File: src/ccr_pkg.sv
// Overview of operation
// two 32-bit load paths, path a feeds file a, path b feeds file b.
// floating variant adds load path so double load writes two registers each side.
// store paths share hardware with long reads; both cannot run at once.
// data address from one side may steer loads or stores of other side.
// only the side-b shift unit reads and writes the control registers.
// software reaches control registers only through the control move instruction.
// addressing-mode register holds a 2-bit mode field per pointer a4-a7, b4-b7.
// mode 00 linear, 01 circular size zero, 10 circular size one, 11 reserved.
// software aligns each circular buffer on a boundary equal to its block size.
// reset clears addressing-mode register; its reserved bits always read zero.
// each block size is 5-bit n, giving length two to the n plus one bytes.
// status bits 31-24 hold read-only cpu identification code.
// status bits 23-16 hold read-only silicon revision code.
// status bits 15-10 are the power-down field and always read zero.
// clip flag set only by saturation, cleared only by a control move write.
// set beats same-cycle clear; flag visible one full cycle after saturation.
// a false conditional instruction leaves the clip flag unchanged.
// status bit 8 reports byte order, 1 little endian, 0 big endian.
// bits 7-5 program cache mode, bits 4-2 data cache mode, 3 bits each.
// status bit 1 captures global interrupt enable whenever an interrupt is taken.
// status bit 0 enables all maskable interrupts; reset and nmi unaffected.
// execute-phase pc holds 32-bit address of the packet in first execute phase.
// writes to execute-phase pc, id fields and reserved bits are ignored.
package ccr_pkg;
    localparam logic [4:0]  CCR_SEL_MODE    = 5'h00;
    localparam logic [4:0]  CCR_SEL_STAT    = 5'h01;
    localparam logic [4:0]  CCR_SEL_EPC     = 5'h10;
    localparam int          CCR_NUM_PTR     = 8;
    localparam int          CCR_MODE_W      = 2;
    localparam int          CCR_BSZ0_LSB    = 16;
    localparam int          CCR_BSZ1_LSB    = 21;
    localparam int          CCR_BSZ_W       = 5;
    localparam logic [31:0] CCR_MODE_RST    = 32'h0000_0000;
    localparam logic [31:0] CCR_MODE_WMASK  = 32'h03ff_ffff;
    localparam int          CCR_ID_LSB      = 24;
    localparam int          CCR_REV_LSB     = 16;
    localparam int          CCR_PDN_LSB     = 10;
    localparam int          CCR_CLIP_BIT    = 9;
    localparam int          CCR_ORDER_BIT   = 8;
    localparam int          CCR_PCM_LSB     = 5;
    localparam int          CCR_DCM_LSB     = 2;
    localparam int          CCR_PRIOR_BIT   = 1;
    localparam int          CCR_GLOB_BIT    = 0;
    localparam logic [7:0]  CCR_CPU_ID_FIX  = 8'h5a; // arbitrary value
    localparam logic [7:0]  CCR_CPU_ID_FLT  = 8'ha5; // arbitrary value
    localparam logic [7:0]  CCR_REV_ID      = 8'h01; // arbitrary value
    localparam logic [2:0]  CCR_CACHE_RST   = 3'h0;
    localparam logic [31:0] CCR_PC_RST      = 32'h0000_0000;
    typedef enum logic [1:0] {
        CCR_MODE_LINEAR = 2'h0,
        CCR_MODE_CIRC0  = 2'h1,
        CCR_MODE_CIRC1  = 2'h2,
        CCR_MODE_RSVD   = 2'h3
    } ccr_mode_type;
endpackage

File: src/ccr_ctrl_regs.sv
`timescale 1ns/100ps
module ccr_ctrl_regs
    import ccr_pkg::*;
#(
    parameter bit FLOAT_VARIANT = 1'b0
)(
    input  wire logic        clk_sys,
    input  wire logic        rstn,
    // control move port, side-b shift unit only
    input  wire logic        mv_wr,
    input  wire logic        mv_rd,
    input  wire logic [4:0]  mv_sel,
    input  wire logic [31:0] mv_wdata,
    output logic      [31:0] mv_rdata_r,
    // status events
    input  wire logic        sat_evt,
    input  wire logic        sat_cond_true,
    input  wire logic        irq_taken,
    input  wire logic [31:0] exec_pc,
    input  wire logic        exec_valid,
    input  wire logic        byte_order_pin,
    // memory paths
    input  wire logic [31:0] mem_data_a,
    input  wire logic [31:0] mem_data_b,
    input  wire logic [31:0] mem_data_x,
    input  wire logic [31:0] mem_data_y,
    input  wire logic        load_en,
    input  wire logic        dw_load,
    input  wire logic        addr_cross,
    input  wire logic        store_req,
    input  wire logic        long_read_req,
    input  wire logic [31:0] store_src_a,
    input  wire logic [31:0] store_src_b,
    input  wire logic [31:0] addr_calc_a,
    input  wire logic [31:0] addr_calc_b,
    output logic      [31:0] load_path_a_r,
    output logic      [31:0] load_path_b_r,
    output logic      [31:0] load_hi_a_r,
    output logic      [31:0] load_hi_b_r,
    output logic             dw_valid_r,
    output logic      [31:0] store_path_a_r,
    output logic      [31:0] store_path_b_r,
    output logic             store_grant_r,
    output logic             long_read_grant_r,
    output logic      [31:0] addr_path_a_r,
    output logic      [31:0] addr_path_b_r,
    // control outputs
    output logic      [15:0] ptr_mode_r,
    output logic      [4:0]  block_size_zero_r,
    output logic      [4:0]  block_size_one_r,
    output logic      [2:0]  program_cache_mode_r,
    output logic      [2:0]  data_cache_mode_r,
    output logic             global_irq_allow_r,
    output logic             clip_flag_r
);
    logic [31:0] mode_reg_r;
    logic        byte_order_bit_r;
    logic        prior_irq_allow_r;
    logic [31:0] execute_phase_pc_reg_r;
    logic [31:0] stat_view;
    logic        sat_pend_r;
    logic        wr_mode;
    logic        wr_stat;
    logic [7:0]  cpu_id;

    assign cpu_id  = FLOAT_VARIANT ? CCR_CPU_ID_FLT : CCR_CPU_ID_FIX;
    assign wr_mode = mv_wr && (mv_sel == CCR_SEL_MODE); // see R5
    assign wr_stat = mv_wr && (mv_sel == CCR_SEL_STAT);

    // addressing mode register
    always_ff @(posedge clk_sys) begin
        if (!rstn) begin
            mode_reg_r <= CCR_MODE_RST;
        end else if (wr_mode) begin
            mode_reg_r <= mv_wdata & CCR_MODE_WMASK; // see R10
        end
    end

    // per-pointer mode fields
    genvar gi;
    generate
        for (gi = 0; gi < CCR_NUM_PTR; gi++) begin : g_mode
            always_ff @(posedge clk_sys) begin
                if (!rstn) begin
                    ptr_mode_r[gi*CCR_MODE_W +: CCR_MODE_W] <= CCR_MODE_LINEAR;
                end else begin
                    ptr_mode_r[gi*CCR_MODE_W +: CCR_MODE_W] <=
                        mode_reg_r[gi*CCR_MODE_W +: CCR_MODE_W]; // see R7
                end
            end
        end
    endgenerate

    always_ff @(posedge clk_sys) begin
        if (!rstn) begin
            block_size_zero_r <= 5'h0;
            block_size_one_r  <= 5'h0;
        end else begin
            block_size_zero_r <= mode_reg_r[CCR_BSZ0_LSB +: CCR_BSZ_W];
            block_size_one_r  <= mode_reg_r[CCR_BSZ1_LSB +: CCR_BSZ_W];
        end
    end

    // saturation pipeline: one delay slot
    always_ff @(posedge clk_sys) begin
        if (!rstn) begin
            sat_pend_r <= 1'b0;
        end else begin
            sat_pend_r <= sat_evt && sat_cond_true; // see R16
        end
    end

    always_ff @(posedge clk_sys) begin
        if (!rstn) begin
            clip_flag_r <= 1'b0;
        end else if (sat_pend_r) begin
            clip_flag_r <= 1'b1; // see R15
        end else if (wr_stat) begin
            clip_flag_r <= mv_wdata[CCR_CLIP_BIT] & clip_flag_r;
        end
    end

    // control status fields
    always_ff @(posedge clk_sys) begin
        if (!rstn) begin
            program_cache_mode_r <= CCR_CACHE_RST;
            data_cache_mode_r    <= CCR_CACHE_RST;
        end else if (wr_stat) begin
            program_cache_mode_r <= mv_wdata[CCR_PCM_LSB +: 3];
            data_cache_mode_r    <= mv_wdata[CCR_DCM_LSB +: 3];
        end
    end

    always_ff @(posedge clk_sys) begin
        if (!rstn) begin
            byte_order_bit_r <= 1'b0;
        end else begin
            byte_order_bit_r <= byte_order_pin;
        end
    end

    always_ff @(posedge clk_sys) begin
        if (!rstn) begin
            global_irq_allow_r <= 1'b0;
            prior_irq_allow_r  <= 1'b0;
        end else if (irq_taken) begin
            prior_irq_allow_r  <= global_irq_allow_r;
            global_irq_allow_r <= 1'b0;
        end else if (wr_stat) begin
            prior_irq_allow_r  <= mv_wdata[CCR_PRIOR_BIT];
            global_irq_allow_r <= mv_wdata[CCR_GLOB_BIT];
        end
    end

    always_ff @(posedge clk_sys) begin
        if (!rstn) begin
            execute_phase_pc_reg_r <= CCR_PC_RST;
        end else if (exec_valid) begin
            execute_phase_pc_reg_r <= exec_pc; // see R22
        end
    end

    always_comb begin
        stat_view = 32'h0;
        stat_view[CCR_ID_LSB +: 8]  = cpu_id;
        stat_view[CCR_REV_LSB +: 8] = CCR_REV_ID;
        stat_view[CCR_PDN_LSB +: 6] = 6'h0;
        stat_view[CCR_CLIP_BIT]     = clip_flag_r;
        stat_view[CCR_ORDER_BIT]    = byte_order_bit_r;
        stat_view[CCR_PCM_LSB +: 3] = program_cache_mode_r;
        stat_view[CCR_DCM_LSB +: 3] = data_cache_mode_r;
        stat_view[CCR_PRIOR_BIT]    = prior_irq_allow_r;
        stat_view[CCR_GLOB_BIT]     = global_irq_allow_r;
    end

    always_ff @(posedge clk_sys) begin
        if (!rstn) begin
            mv_rdata_r <= 32'h0;
        end else if (mv_rd) begin
            unique case (mv_sel)
                CCR_SEL_MODE: mv_rdata_r <= mode_reg_r;
                CCR_SEL_STAT: mv_rdata_r <= stat_view;
                CCR_SEL_EPC:  mv_rdata_r <= execute_phase_pc_reg_r;
                default:     mv_rdata_r <= 32'h0;
            endcase
        end
    end

    // load paths
    always_ff @(posedge clk_sys) begin
        if (!rstn) begin
            load_path_a_r <= 32'h0;
            load_path_b_r <= 32'h0;
        end else if (load_en) begin
            load_path_a_r <= mem_data_a;
            load_path_b_r <= mem_data_b;
        end
    end

    always_ff @(posedge clk_sys) begin
        if (!rstn) begin
            load_hi_a_r <= 32'h0;
            load_hi_b_r <= 32'h0;
            dw_valid_r  <= 1'b0;
        end else begin
            dw_valid_r <= FLOAT_VARIANT && load_en && dw_load;
            if (FLOAT_VARIANT && load_en && dw_load) begin
                load_hi_a_r <= mem_data_x;
                load_hi_b_r <= mem_data_y;
            end
        end
    end

    // store and long read share one path, store first
    always_ff @(posedge clk_sys) begin
        if (!rstn) begin
            store_grant_r     <= 1'b0;
            long_read_grant_r <= 1'b0;
            store_path_a_r    <= 32'h0;
            store_path_b_r    <= 32'h0;
        end else begin
            store_grant_r     <= store_req;
            long_read_grant_r <= long_read_req && !store_req;
            if (store_req) begin
                store_path_a_r <= store_src_a;
                store_path_b_r <= store_src_b;
            end
        end
    end

    ccr_path_mux u_addr (
        .clk_sys (clk_sys),
        .rstn    (rstn),
        .data_a  (addr_calc_a),
        .data_b  (addr_calc_b),
        .swap    (addr_cross),
        .en      (1'b1),
        .out_a_r (addr_path_a_r),
        .out_b_r (addr_path_b_r)
    );
endmodule

File: src/ccr_path_mux.sv
`timescale 1ns/100ps
module ccr_path_mux
    import ccr_pkg::*;
(
    input  wire logic        clk_sys,
    input  wire logic        rstn,
    input  wire logic [31:0] data_a,
    input  wire logic [31:0] data_b,
    input  wire logic        swap,
    input  wire logic        en,
    output logic      [31:0] out_a_r,
    output logic      [31:0] out_b_r
);
    always_ff @(posedge clk_sys) begin
        if (!rstn) begin
            out_a_r <= 32'h0;
            out_b_r <= 32'h0;
        end else if (en) begin
            out_a_r <= swap ? data_b : data_a;
            out_b_r <= swap ? data_a : data_b;
        end
    end
endmodule

File: config.mk
export PLATFORM = sky130hd
export DESIGN_NAME = ccr_ctrl_regs
export DESIGN_NICKNAME = d
export VERILOG_FILES = /design/src/ccr_pkg.sv /design/src/ccr_ctrl_regs.sv /design/src/ccr_path_mux.sv
export SDC_FILE = /design/constraint.sdc
export NUM_CORES = 1
export LEC_CHECK = 0
export BUFFER_PORTS_ARGS = -buffer_cell sky130_fd_sc_hd__buf_4
export CAP_MARGIN = 20
export CORE_AREA = 2 2 257 259
export CTS_CLUSTER_DIAMETER = 50
export DETAILED_ROUTE_END_ITERATION = 12
export DIE_AREA = 0 0 259 261
export GPL_ROUTABILITY_DRIVEN = 0
export GPL_TIMING_DRIVEN = 0
export HOLD_SLACK_MARGIN = 0.06
export PLACE_DENSITY = 0.53
export SYNTH_ARGS = -nofsm -noshare
export SYNTH_HDL_FRONTEND = slang
export SYNTH_SLANG_ARGS = --single-unit
export TNS_END_PERCENT = 10
File: constraint.sdc
create_clock -name clk_sys -period 2 [get_ports clk_sys]
set_input_delay 0.4 -clock clk_sys [delete_from_list [all_inputs] [get_ports clk_sys]]
set_output_delay 0.4 -clock clk_sys [all_outputs]
set_load 0.05 [all_outputs]
==> Yosys cells after proc, flatten, opt, wreduce, memory -nomap -nowiden <==
Cells that the tools add are included.
{ "totals": {"reg_bits": 321, "wordCells": 48, "memories": 0, "in_bits": 339, "out_inout_bits": 325, "ramBits": 0, "romBits": 0, "latchBits": 0} }
{ "op_classes": {"bitwise": 2, "shift": 0, "magnitude_cmp": 0, "n_div": 0, "reduce_logical": 9, "multipliers": 0, "muxes": 7, "eq_ne": 2, "n_addsub": 0} }
{ "ops": {"columns": ["operator", "n"], "rows": [
  ["$pmux 32 s3", 1],
  ["$mux 32", 2],
  ["$eq 5x1->1 const B", 1],
  ["$eq 5x5->1 const B", 1],
  ["$logic_not 5->1", 1],
  ["$logic_and 1x1->1", 4],
  ["$mux 1", 4],
  ["$reduce_bool 2->1", 2],
  ["$reduce_or 2->1", 1],
  ["$and 1x1->1", 1],
  ["$logic_not 1->1", 1],
  ["$not 1->1", 1]
]} }

==> Longest topological paths before layout <==
Gate-level depths: netlist of run 1.
{ "depth": {"ltp_word": 4, "ltp_mapped": 6, "ltp_nobuf": 3} }

==> Hierarchy <==
A second synthesis of run 1 with hierarchy kept.
{ "hier_totals": {"hier_cells": 1273, "area_unflattened_um2": 13108.8} }
{ "by_module_without_submodules": {"columns": ["mod", "cells_per_inst", "area_per_inst_um2", "seq_area_each_um2", "instances"], "rows": [
  ["ccr_ctrl_regs", 989, 10352.4, 5144.9, 1],
  ["ccr_path_mux", 284, 2756.4, 1281.2, 1]
]} }

==> Least setup slack after synthesis of run 1 <==
OpenSTA, ideal clock, no wires.
{ "synth_timing": {"path_kind": "input to register", "startpoint": "input mv_sel[4]", "endpoint": "register mode_reg_r[10]", "slack_ns": 0.506, "cell_stages": 5, "arrival_ns": 1.376, "setup_time_ns": 0.118, "n_path_buf": 2, "t_required_ns": 1.882, "path_cell_list": "or4_1 -> buf_2 -> buf_6 -> o21ai_1 -> a21boi_1"} }
{ "synth_via": {"elab_chain_len": 2} }
{ "synth_rtl": {"columns": ["item", "line_no", "source"], "rows": [
  ["start: declaration", "ccr_ctrl_regs.sv:12", "input wire logic [4:0] mv_sel,"],
  ["$logic_not 5->1", "ccr_ctrl_regs.sv:67", "assign wr_mode = mv_wr && (mv_sel == CCR_SEL_MODE);"],
  ["$logic_and 1x1->1", "ccr_ctrl_regs.sv:67", null],
  ["end signal: assignment", "ccr_ctrl_regs.sv:75", "mode_reg_r <= mv_wdata & CCR_MODE_WMASK;"],
  ["end: declaration", "ccr_ctrl_regs.sv:56", "logic [31:0] mode_reg_r;"]
]} }
Every way passes these cells.
A chain may end at the register's enable or synchronous reset.

==> Worst setup path after layout of run 1 <==
{ "layout_timing": {"startpoint": "input rstn", "endpoint": "register u_addr.out_a_r[10]"} }
{ "layout_rtl": {"columns": ["item", "line_no", "source"], "rows": [
  ["start: declaration", "ccr_ctrl_regs.sv:8", "input wire logic rstn,"],
  ["end signal: assignment", "ccr_path_mux.sv:19", "out_a_r <= swap ? data_b : data_a;"],
  ["end: declaration", "ccr_path_mux.sv:11", "output logic [31:0] out_a_r,"]
]} }
No word-level cell between the ends.

==> results of run 1 <==
[kinds of logic (layout without fill, tap and decap cells)]
family / Yosys count / after routing / share of synthesized area (%)
simple gates: 345 / 345 / 16.3
flops: 321 / 321 / 50.9
mux: 248 / 248 / 19.8
buf+inv: 158 / 820 / 7.17
compound gates: 119 / 119 / 5.91
other cells: 1 / 68 / 0.0297
[per-stage QoR]
step	total power, mW	cells	util, %	setup TNS (ns)	hold WS [ns]
2_1_floorplan	8.91	1256	-	0	0.418
6_report	18.3	2785	30.7	0	0.101
3_5_place_dp	10.1	2643	27.5	-52.52	0.447
4_1_cts	18.5	2782	30.7	0	0.0606
3_3_place_gp	10.1	2642	27.5	-85.45	0.428
5_1_grt	19.0	2782	30.7	0	0.0717
[power breakdown]
part           total [mW]  switching [mW]  internal, mW
logic                3.19            1.98          1.21
clock network        8.25            3.26          4.99
registers            6.84           0.140          6.69
[critical path, cell delays in order]
cell and delay, ns:
buf_4 0.09, buf_2 0.25, buf_1 0.74, clkbuf_1 0.58
nor2b_1 0.32
[registers in the layout, indices dropped and copies added (netlist names)]
| name | flops |
|---|---|
| u_addr.out_a_r | 32 |
| block_size_one_r | 5 |
| execute_phase_pc_reg_r | 32 |
| mv_rdata_r | 32 |
| program_cache_mode_r | 3 |
| load_path_a_r | 32 |
| data_cache_mode_r | 3 |
| store_grant_r | 1 |
| load_path_b_r | 32 |
| u_addr.out_b_r | 32 |
| store_path_b_r | 32 |
| global_irq_allow_r | 1 |
| long_read_grant_r | 1 |
| store_path_a_r | 32 |
| sat_pend_r | 1 |
| prior_irq_allow_r | 1 |
| clip_flag_r | 1 |
| mode_reg_r | 26 |
| byte_order_bit_r | 1 |
| ptr_mode_r | 16 |
| block_size_zero_r | 5 |
[metal layers]
| metal | share of wire, % | wire length, um |
|---|---|---|
| met1 | 41 | 20300 |
| met2 | 50 | 24400 |
| met3 | 6.4 | 3170 |
| met4 | 2.9 | 1410 |
| met5 | 0.026 | 13 |
[synthesized netlist by cell type]
library cell / number
a21boi_0: 15
a21boi_1: 20
a21oi_1: 1
a221oi_1: 4
a31oi_1: 4
a32oi_1: 9
a41oi_1: 1
and2_1: 28
and3_1: 1
buf_2: 31
buf_4: 67
buf_6: 3
clkbuf_1: 53
conb_1: 1
dfxtp_1: 321
inv_1: 4
mux2_2: 10
mux2i_1: 238
nand2_1: 36
nand2b_1: 1
nand3_1: 29
nand3b_1: 2
nand4_1: 12
nand4b_1: 1
nor2_1: 1
nor2b_1: 228
nor3_1: 1
nor4_1: 1
nor4_4: 1
o21a_1: 1
o21ai_0: 31
o21ai_1: 32
o22a_1: 1
or3b_1: 1
or3b_2: 1
or4_1: 1
[worst paths after layout]
check	slack, ns	cells after the start	end
min reg2reg	0.45	1	clip_flag_r
max	0.06	5	u_addr.out_a_r[10]
min	0.10	3	store_path_b_r[10]
max reg2reg	1.01	3	mv_rdata_r[0]
[layout make-up]
type	count	area share [%]
diodes	3	0.0376
plain buffers	154	4.46
clock buffers	57	6.38
clock inverters	29	1.44
inverters	4	0.0751
multi-input cells	777	27.7
flip-flops and latches	321	32.2
well taps	864	5.41
repair buffers	576	22.3
[what timing repair did]
item,in CTS,in global routing
endpoints found under the hold margin,52,0
hold buffers,53,0
resized for setup,0,1
endpoints found under the setup margin,0,2
==> impl_metrics.env, run 1 <==
export IMPL_leakagePower_nw=9.22
export IMPL_clockBufferDepth=3
export IMPL_seq_area_frac_synth_pct=50.9
export IMPL_grt_usage_pct=13.6
export IMPL_critPathArrivalTime_ns=2.39
export IMPL_area_growth_pct=58.2
export IMPL_maxCapViolations=0
export IMPL_die_w_um=259
export IMPL_rr_startpoint="mode_reg_r[0]"
export IMPL_vias_per_cell=3.90
export IMPL_ys_warn_count=0
export IMPL_min_from="store_src_b[10]"
export IMPL_final_cell_area_mm2=0.0200
export IMPL_worst_slack_ns=0.0605
export IMPL_synth_top_area_share_pct=50.9
export IMPL_drcViolationCount=0
export IMPL_slew_headroom_pct=36.7
export IMPL_nets=2220
export IMPL_grt_pass1_vias=11237
export IMPL_grt_max_degree=13
export IMPL_cts_setup_buffers=0
export IMPL_first_iter_violations=402
export IMPL_root_buffer="clkbuf_16"
export IMPL_place_ws_ns=-0.533
export IMPL_min_path_type="input port to flop"
export IMPL_cts_buffers=47
export IMPL_path_max_fanout=10
export IMPL_dpl_instance_area_mm2=0.0179
export IMPL_drtPass1Iterations=4
export IMPL_die_y_um=261
export IMPL_place_hpwl_um=38500
export IMPL_setup_violations=0
export IMPL_final_cell_mix="589 x buf_4, 321 x dfxtp_1, 238 x mux2i_1"
export IMPL_seq_area_mm2=0.00643
export IMPL_grt_use_met3_pct=3.72
export IMPL_synth_seq_cells=321
export IMPL_drive_gt1_share_pct=37.4
export IMPL_final_setup_skew_ns=0.0148
export IMPL_synthCells=1192
export IMPL_grt_busiest_layer="met2"
export IMPL_clock_sinks=321
export IMPL_fmax_ghz=0.516
export IMPL_crit_path_start="rstn"
export IMPL_clock_latency_ns=0.57
export IMPL_io_buffers=522
export IMPL_drv_slew=0
export IMPL_grt_pass1_wl_um=69500
export IMPL_vias=10870
export IMPL_start_kind="input port"
export IMPL_drt_wl_total_um=49300
export IMPL_pwr_density_cell_mw_per_mm2=915
export IMPL_layout_commonest_cell="buf_4"
export IMPL_nFillCells=6787
export IMPL_netlist_area_mm2=0.0126
export IMPL_ir_drop_v=0.000573
export IMPL_antenna_violating_nets_post_route=0
export IMPL_use_met1_pct=16.3
export IMPL_core_mm2=0.0650
export IMPL_clkTransAtPathRegs_ns=0.06
export IMPL_antenna_found_initial=6
export IMPL_period_share_pct=97.0
export IMPL_period_needed_ns=1.94
export IMPL_crit_required_ns=2.46
export IMPL_synth_avg_cell_area_um2=10.6
export IMPL_multi_input_area_mm2=0.00554
export IMPL_die_area_mm2=0.0676
export IMPL_ios=664
export IMPL_synthTopCellsByArea="dfxtp_1 51%, mux2i_1 19%, nor2b_1 11%"
export IMPL_cts_htree_levels=2
export IMPL_rsz0062_at_grt="false"
export IMPL_start_util_pct=19.4
export IMPL_yosysTopAreaCell="dfxtp_1"
export IMPL_path_class="input port to flop"
export IMPL_met2_usage_pct=23.6
export IMPL_synth_cell_types=36
export IMPL_placementRows=94
export IMPL_outcome="finished, final reports clean"
export IMPL_end_kind="flop"
export IMPL_gr_total_overflow=0
export IMPL_worst_pin_slew_ns=0.950
export IMPL_cts_tree="built"
export IMPL_final_hold_viol_count=0
export IMPL_wire_per_inst_um=17.7
(Power assumes the default switching activity.)
==> run 2, diff against run 1 <==
MAX_ROUTING_LAYER = met4   (was default)
==> run 2 against run 1 <==
- utilization about the same
- hold slack worse by 0.0013 ns
- clock-buffer cell count unchanged
- combinational power about the same
- cell count up 0.11%
- global-route usage up 0.42 points
- critical path type unchanged
- largest cell class unchanged
==> impl_metrics.env, run 2 (synthesis gave the netlist of run 1 again) <==
export IMPL_pwr_density_cell_mw_per_mm2=914
export IMPL_drv_slew=0
export IMPL_clockBufferDepth=3
export IMPL_area_growth_pct=58.3
export IMPL_first_iter_violations=365
export IMPL_cts_buffers=47
export IMPL_period_needed_ns=1.86
export IMPL_holdPathEnd="store_path_b_r[10]"
export IMPL_clkTransAtPathRegs_ns=0.05
export IMPL_p_switching_mw=5.38
export IMPL_drcViolationCount=0
export IMPL_wire_per_inst_um=17.7
export IMPL_worstPathCellList="buf_4 > buf_2 > buf_1 > clkbuf_1 > and2_1"
export IMPL_core_mm2=0.0650
export IMPL_rsz0062_at_grt="false"
export IMPL_final_hold_viol_count=0
export IMPL_r2r_cells=3
export IMPL_crit_slowest_cell="buf_1"
export IMPL_post_route_util_pct=30.7
export IMPL_ff2ff_setup_slack_ns=1.00
export IMPL_vias=10910
export IMPL_vias_per_cell=3.91
export IMPL_slew_headroom_pct=37.6
export IMPL_grt_pass1_wl_um=69500
export IMPL_final_setup_skew_ns=0.0147
export IMPL_die_y_um=261
export IMPL_antenna_found_initial=5
export IMPL_power_mw=18.3
export IMPL_period_share_pct=93.0
export IMPL_min_path_type="input port to flop"
export IMPL_ir_drop_v=0.000574
export IMPL_drt_wl_total_um=49300
export IMPL_internal_power_mw=12.9
export IMPL_rr_startpoint="mode_reg_r[0]"
export IMPL_io_buffers=522
export IMPL_worst_pin_slew_ns=0.936
export IMPL_antenna_violating_nets_post_route=0
export IMPL_leakagePower_nw=9.22
export IMPL_maxCapViolations=0
export IMPL_cts_htree_levels=2
export IMPL_cts_tree="built"
export IMPL_setup_violations=0
export IMPL_worst_path_buf_inv=4
export IMPL_die_area_mm2=0.0676
export IMPL_drive_gt1_share_pct=37.4
export IMPL_hold_depth=3
export IMPL_fin_cells=2788
export IMPL_placed_cells_incl_taps=2643
export IMPL_outcome="finished, final reports clean"
export IMPL_root_buffer="clkbuf_16"
export IMPL_clock_latency_ns=0.57
export IMPL_cts_setup_buffers=0
export IMPL_combPwrFrac_pct=17.5
export IMPL_ios=664
export IMPL_critPathArrivalTime_ns=2.34
export IMPL_grt_usage_pct=14.1
export IMPL_fmax_ghz=0.537
export IMPL_clkPwrFrac_pct=45.1
export IMPL_place_hpwl_um=38500
export IMPL_path_depth=5
export IMPL_swShare_pct=29.4
export IMPL_nets=2220
export IMPL_placementRows=94
export IMPL_path_delay_family="buffers and inverters"
export IMPL_clock_sinks=321
export IMPL_die_w_um=259
export IMPL_min_from="store_src_b[10]"
export IMPL_r2r_end="mv_rdata_r[0]"
export IMPL_crit_required_ns=2.48
export IMPL_start_kind="input port"
export IMPL_seq_power_share_pct=37.4
export IMPL_fin_tns_setup_ns=0
export IMPL_grt_max_degree=13
export IMPL_final_cell_mix="589 x buf_4, 321 x dfxtp_1, 238 x mux2i_1"
export IMPL_path_max_fanout=10
export IMPL_layout_commonest_cell="buf_4"
export IMPL_drtPass1Iterations=5
export IMPL_max_stage_delay_ns=0.71
export IMPL_gr_total_overflow=0
export IMPL_path_class="input port to flop"
export IMPL_end_kind="flop"
export IMPL_grt_pass1_vias=11262
export IMPL_start_util_pct=19.4
run 2: cell types whose count changed in the layout (fill, tap and decap cells not counted):
cell,delta
diode_2,+3
run 2: worst max path at each step:
| stage | endpoint | from | slack [ns] |
|---|---|---|---|
| global route | u_addr.out_a_r[10] | rstn | 0.01 |
| finish | ptr_mode_r[3] | rstn | 0.14 |
| detailed placement | u_addr.out_a_r[10] | rstn | -0.53 |
| floorplan | mode_reg_r[10] | mv_sel[4] | 0.51 |
| CTS | u_addr.out_a_r[10] | rstn | 0.07 |
| global placement | u_addr.out_b_r[30] | rstn | -0.92 |
run 2: layout make-up:
class | instances | area (um2)
inverter | 4 | 15.0
sequential | 321 | 6430
antenna | 6 | 15.0
clock inverter | 29 | 288
buffer | 154 | 891
timing repair buffer | 576 | 4460
tap | 864 | 1080
clock buffer | 57 | 1270
fill | 6786 | 45000
multi-input combinational | 777 | 5540
run 2: routing by layer:
metal	track usage [%]	wire, um
met1	16.3	20300
met3	3.59	3090
met5	-	0
met4	4.82	1420
met2	23.6	24400
run 2: power by group through the flow:
stage,clock network (mW),registers [mW],logic [mW]
CTS,8.47,6.83,3.22
global route,8.78,6.86,3.37
finish,8.24,6.83,3.20
global placement,0,6.96,3.10
detailed placement,0,6.97,3.13
floorplan,0,7.81,1.09
run 2: worst min-delay path: stages:
cell and delay (ns):
buf_4 0.08, mux2i_1 0.05, nor2b_1 0.10
run 2: per-stage QoR:
stage / hold slack, ns / worst slack, ns / area (um2)
floorplan: 0.418 / 0.506 / 12900
global placement: 0.428 / -0.919 / 17900
detailed placement: 0.447 / -0.533 / 17900
CTS: 0.0606 / 0.0713 / 20000
global route: 0.0716 / 0.0131 / 20000
finish: 0.0996 / 0.139 / 20000
run 2: repair_timing:
action | CTS | global route
endpoints found under the hold margin | 52 | 0
setup endpoints to repair | 0 | 2
resized for setup | 0 | 1
hold buffers | 53 | 0
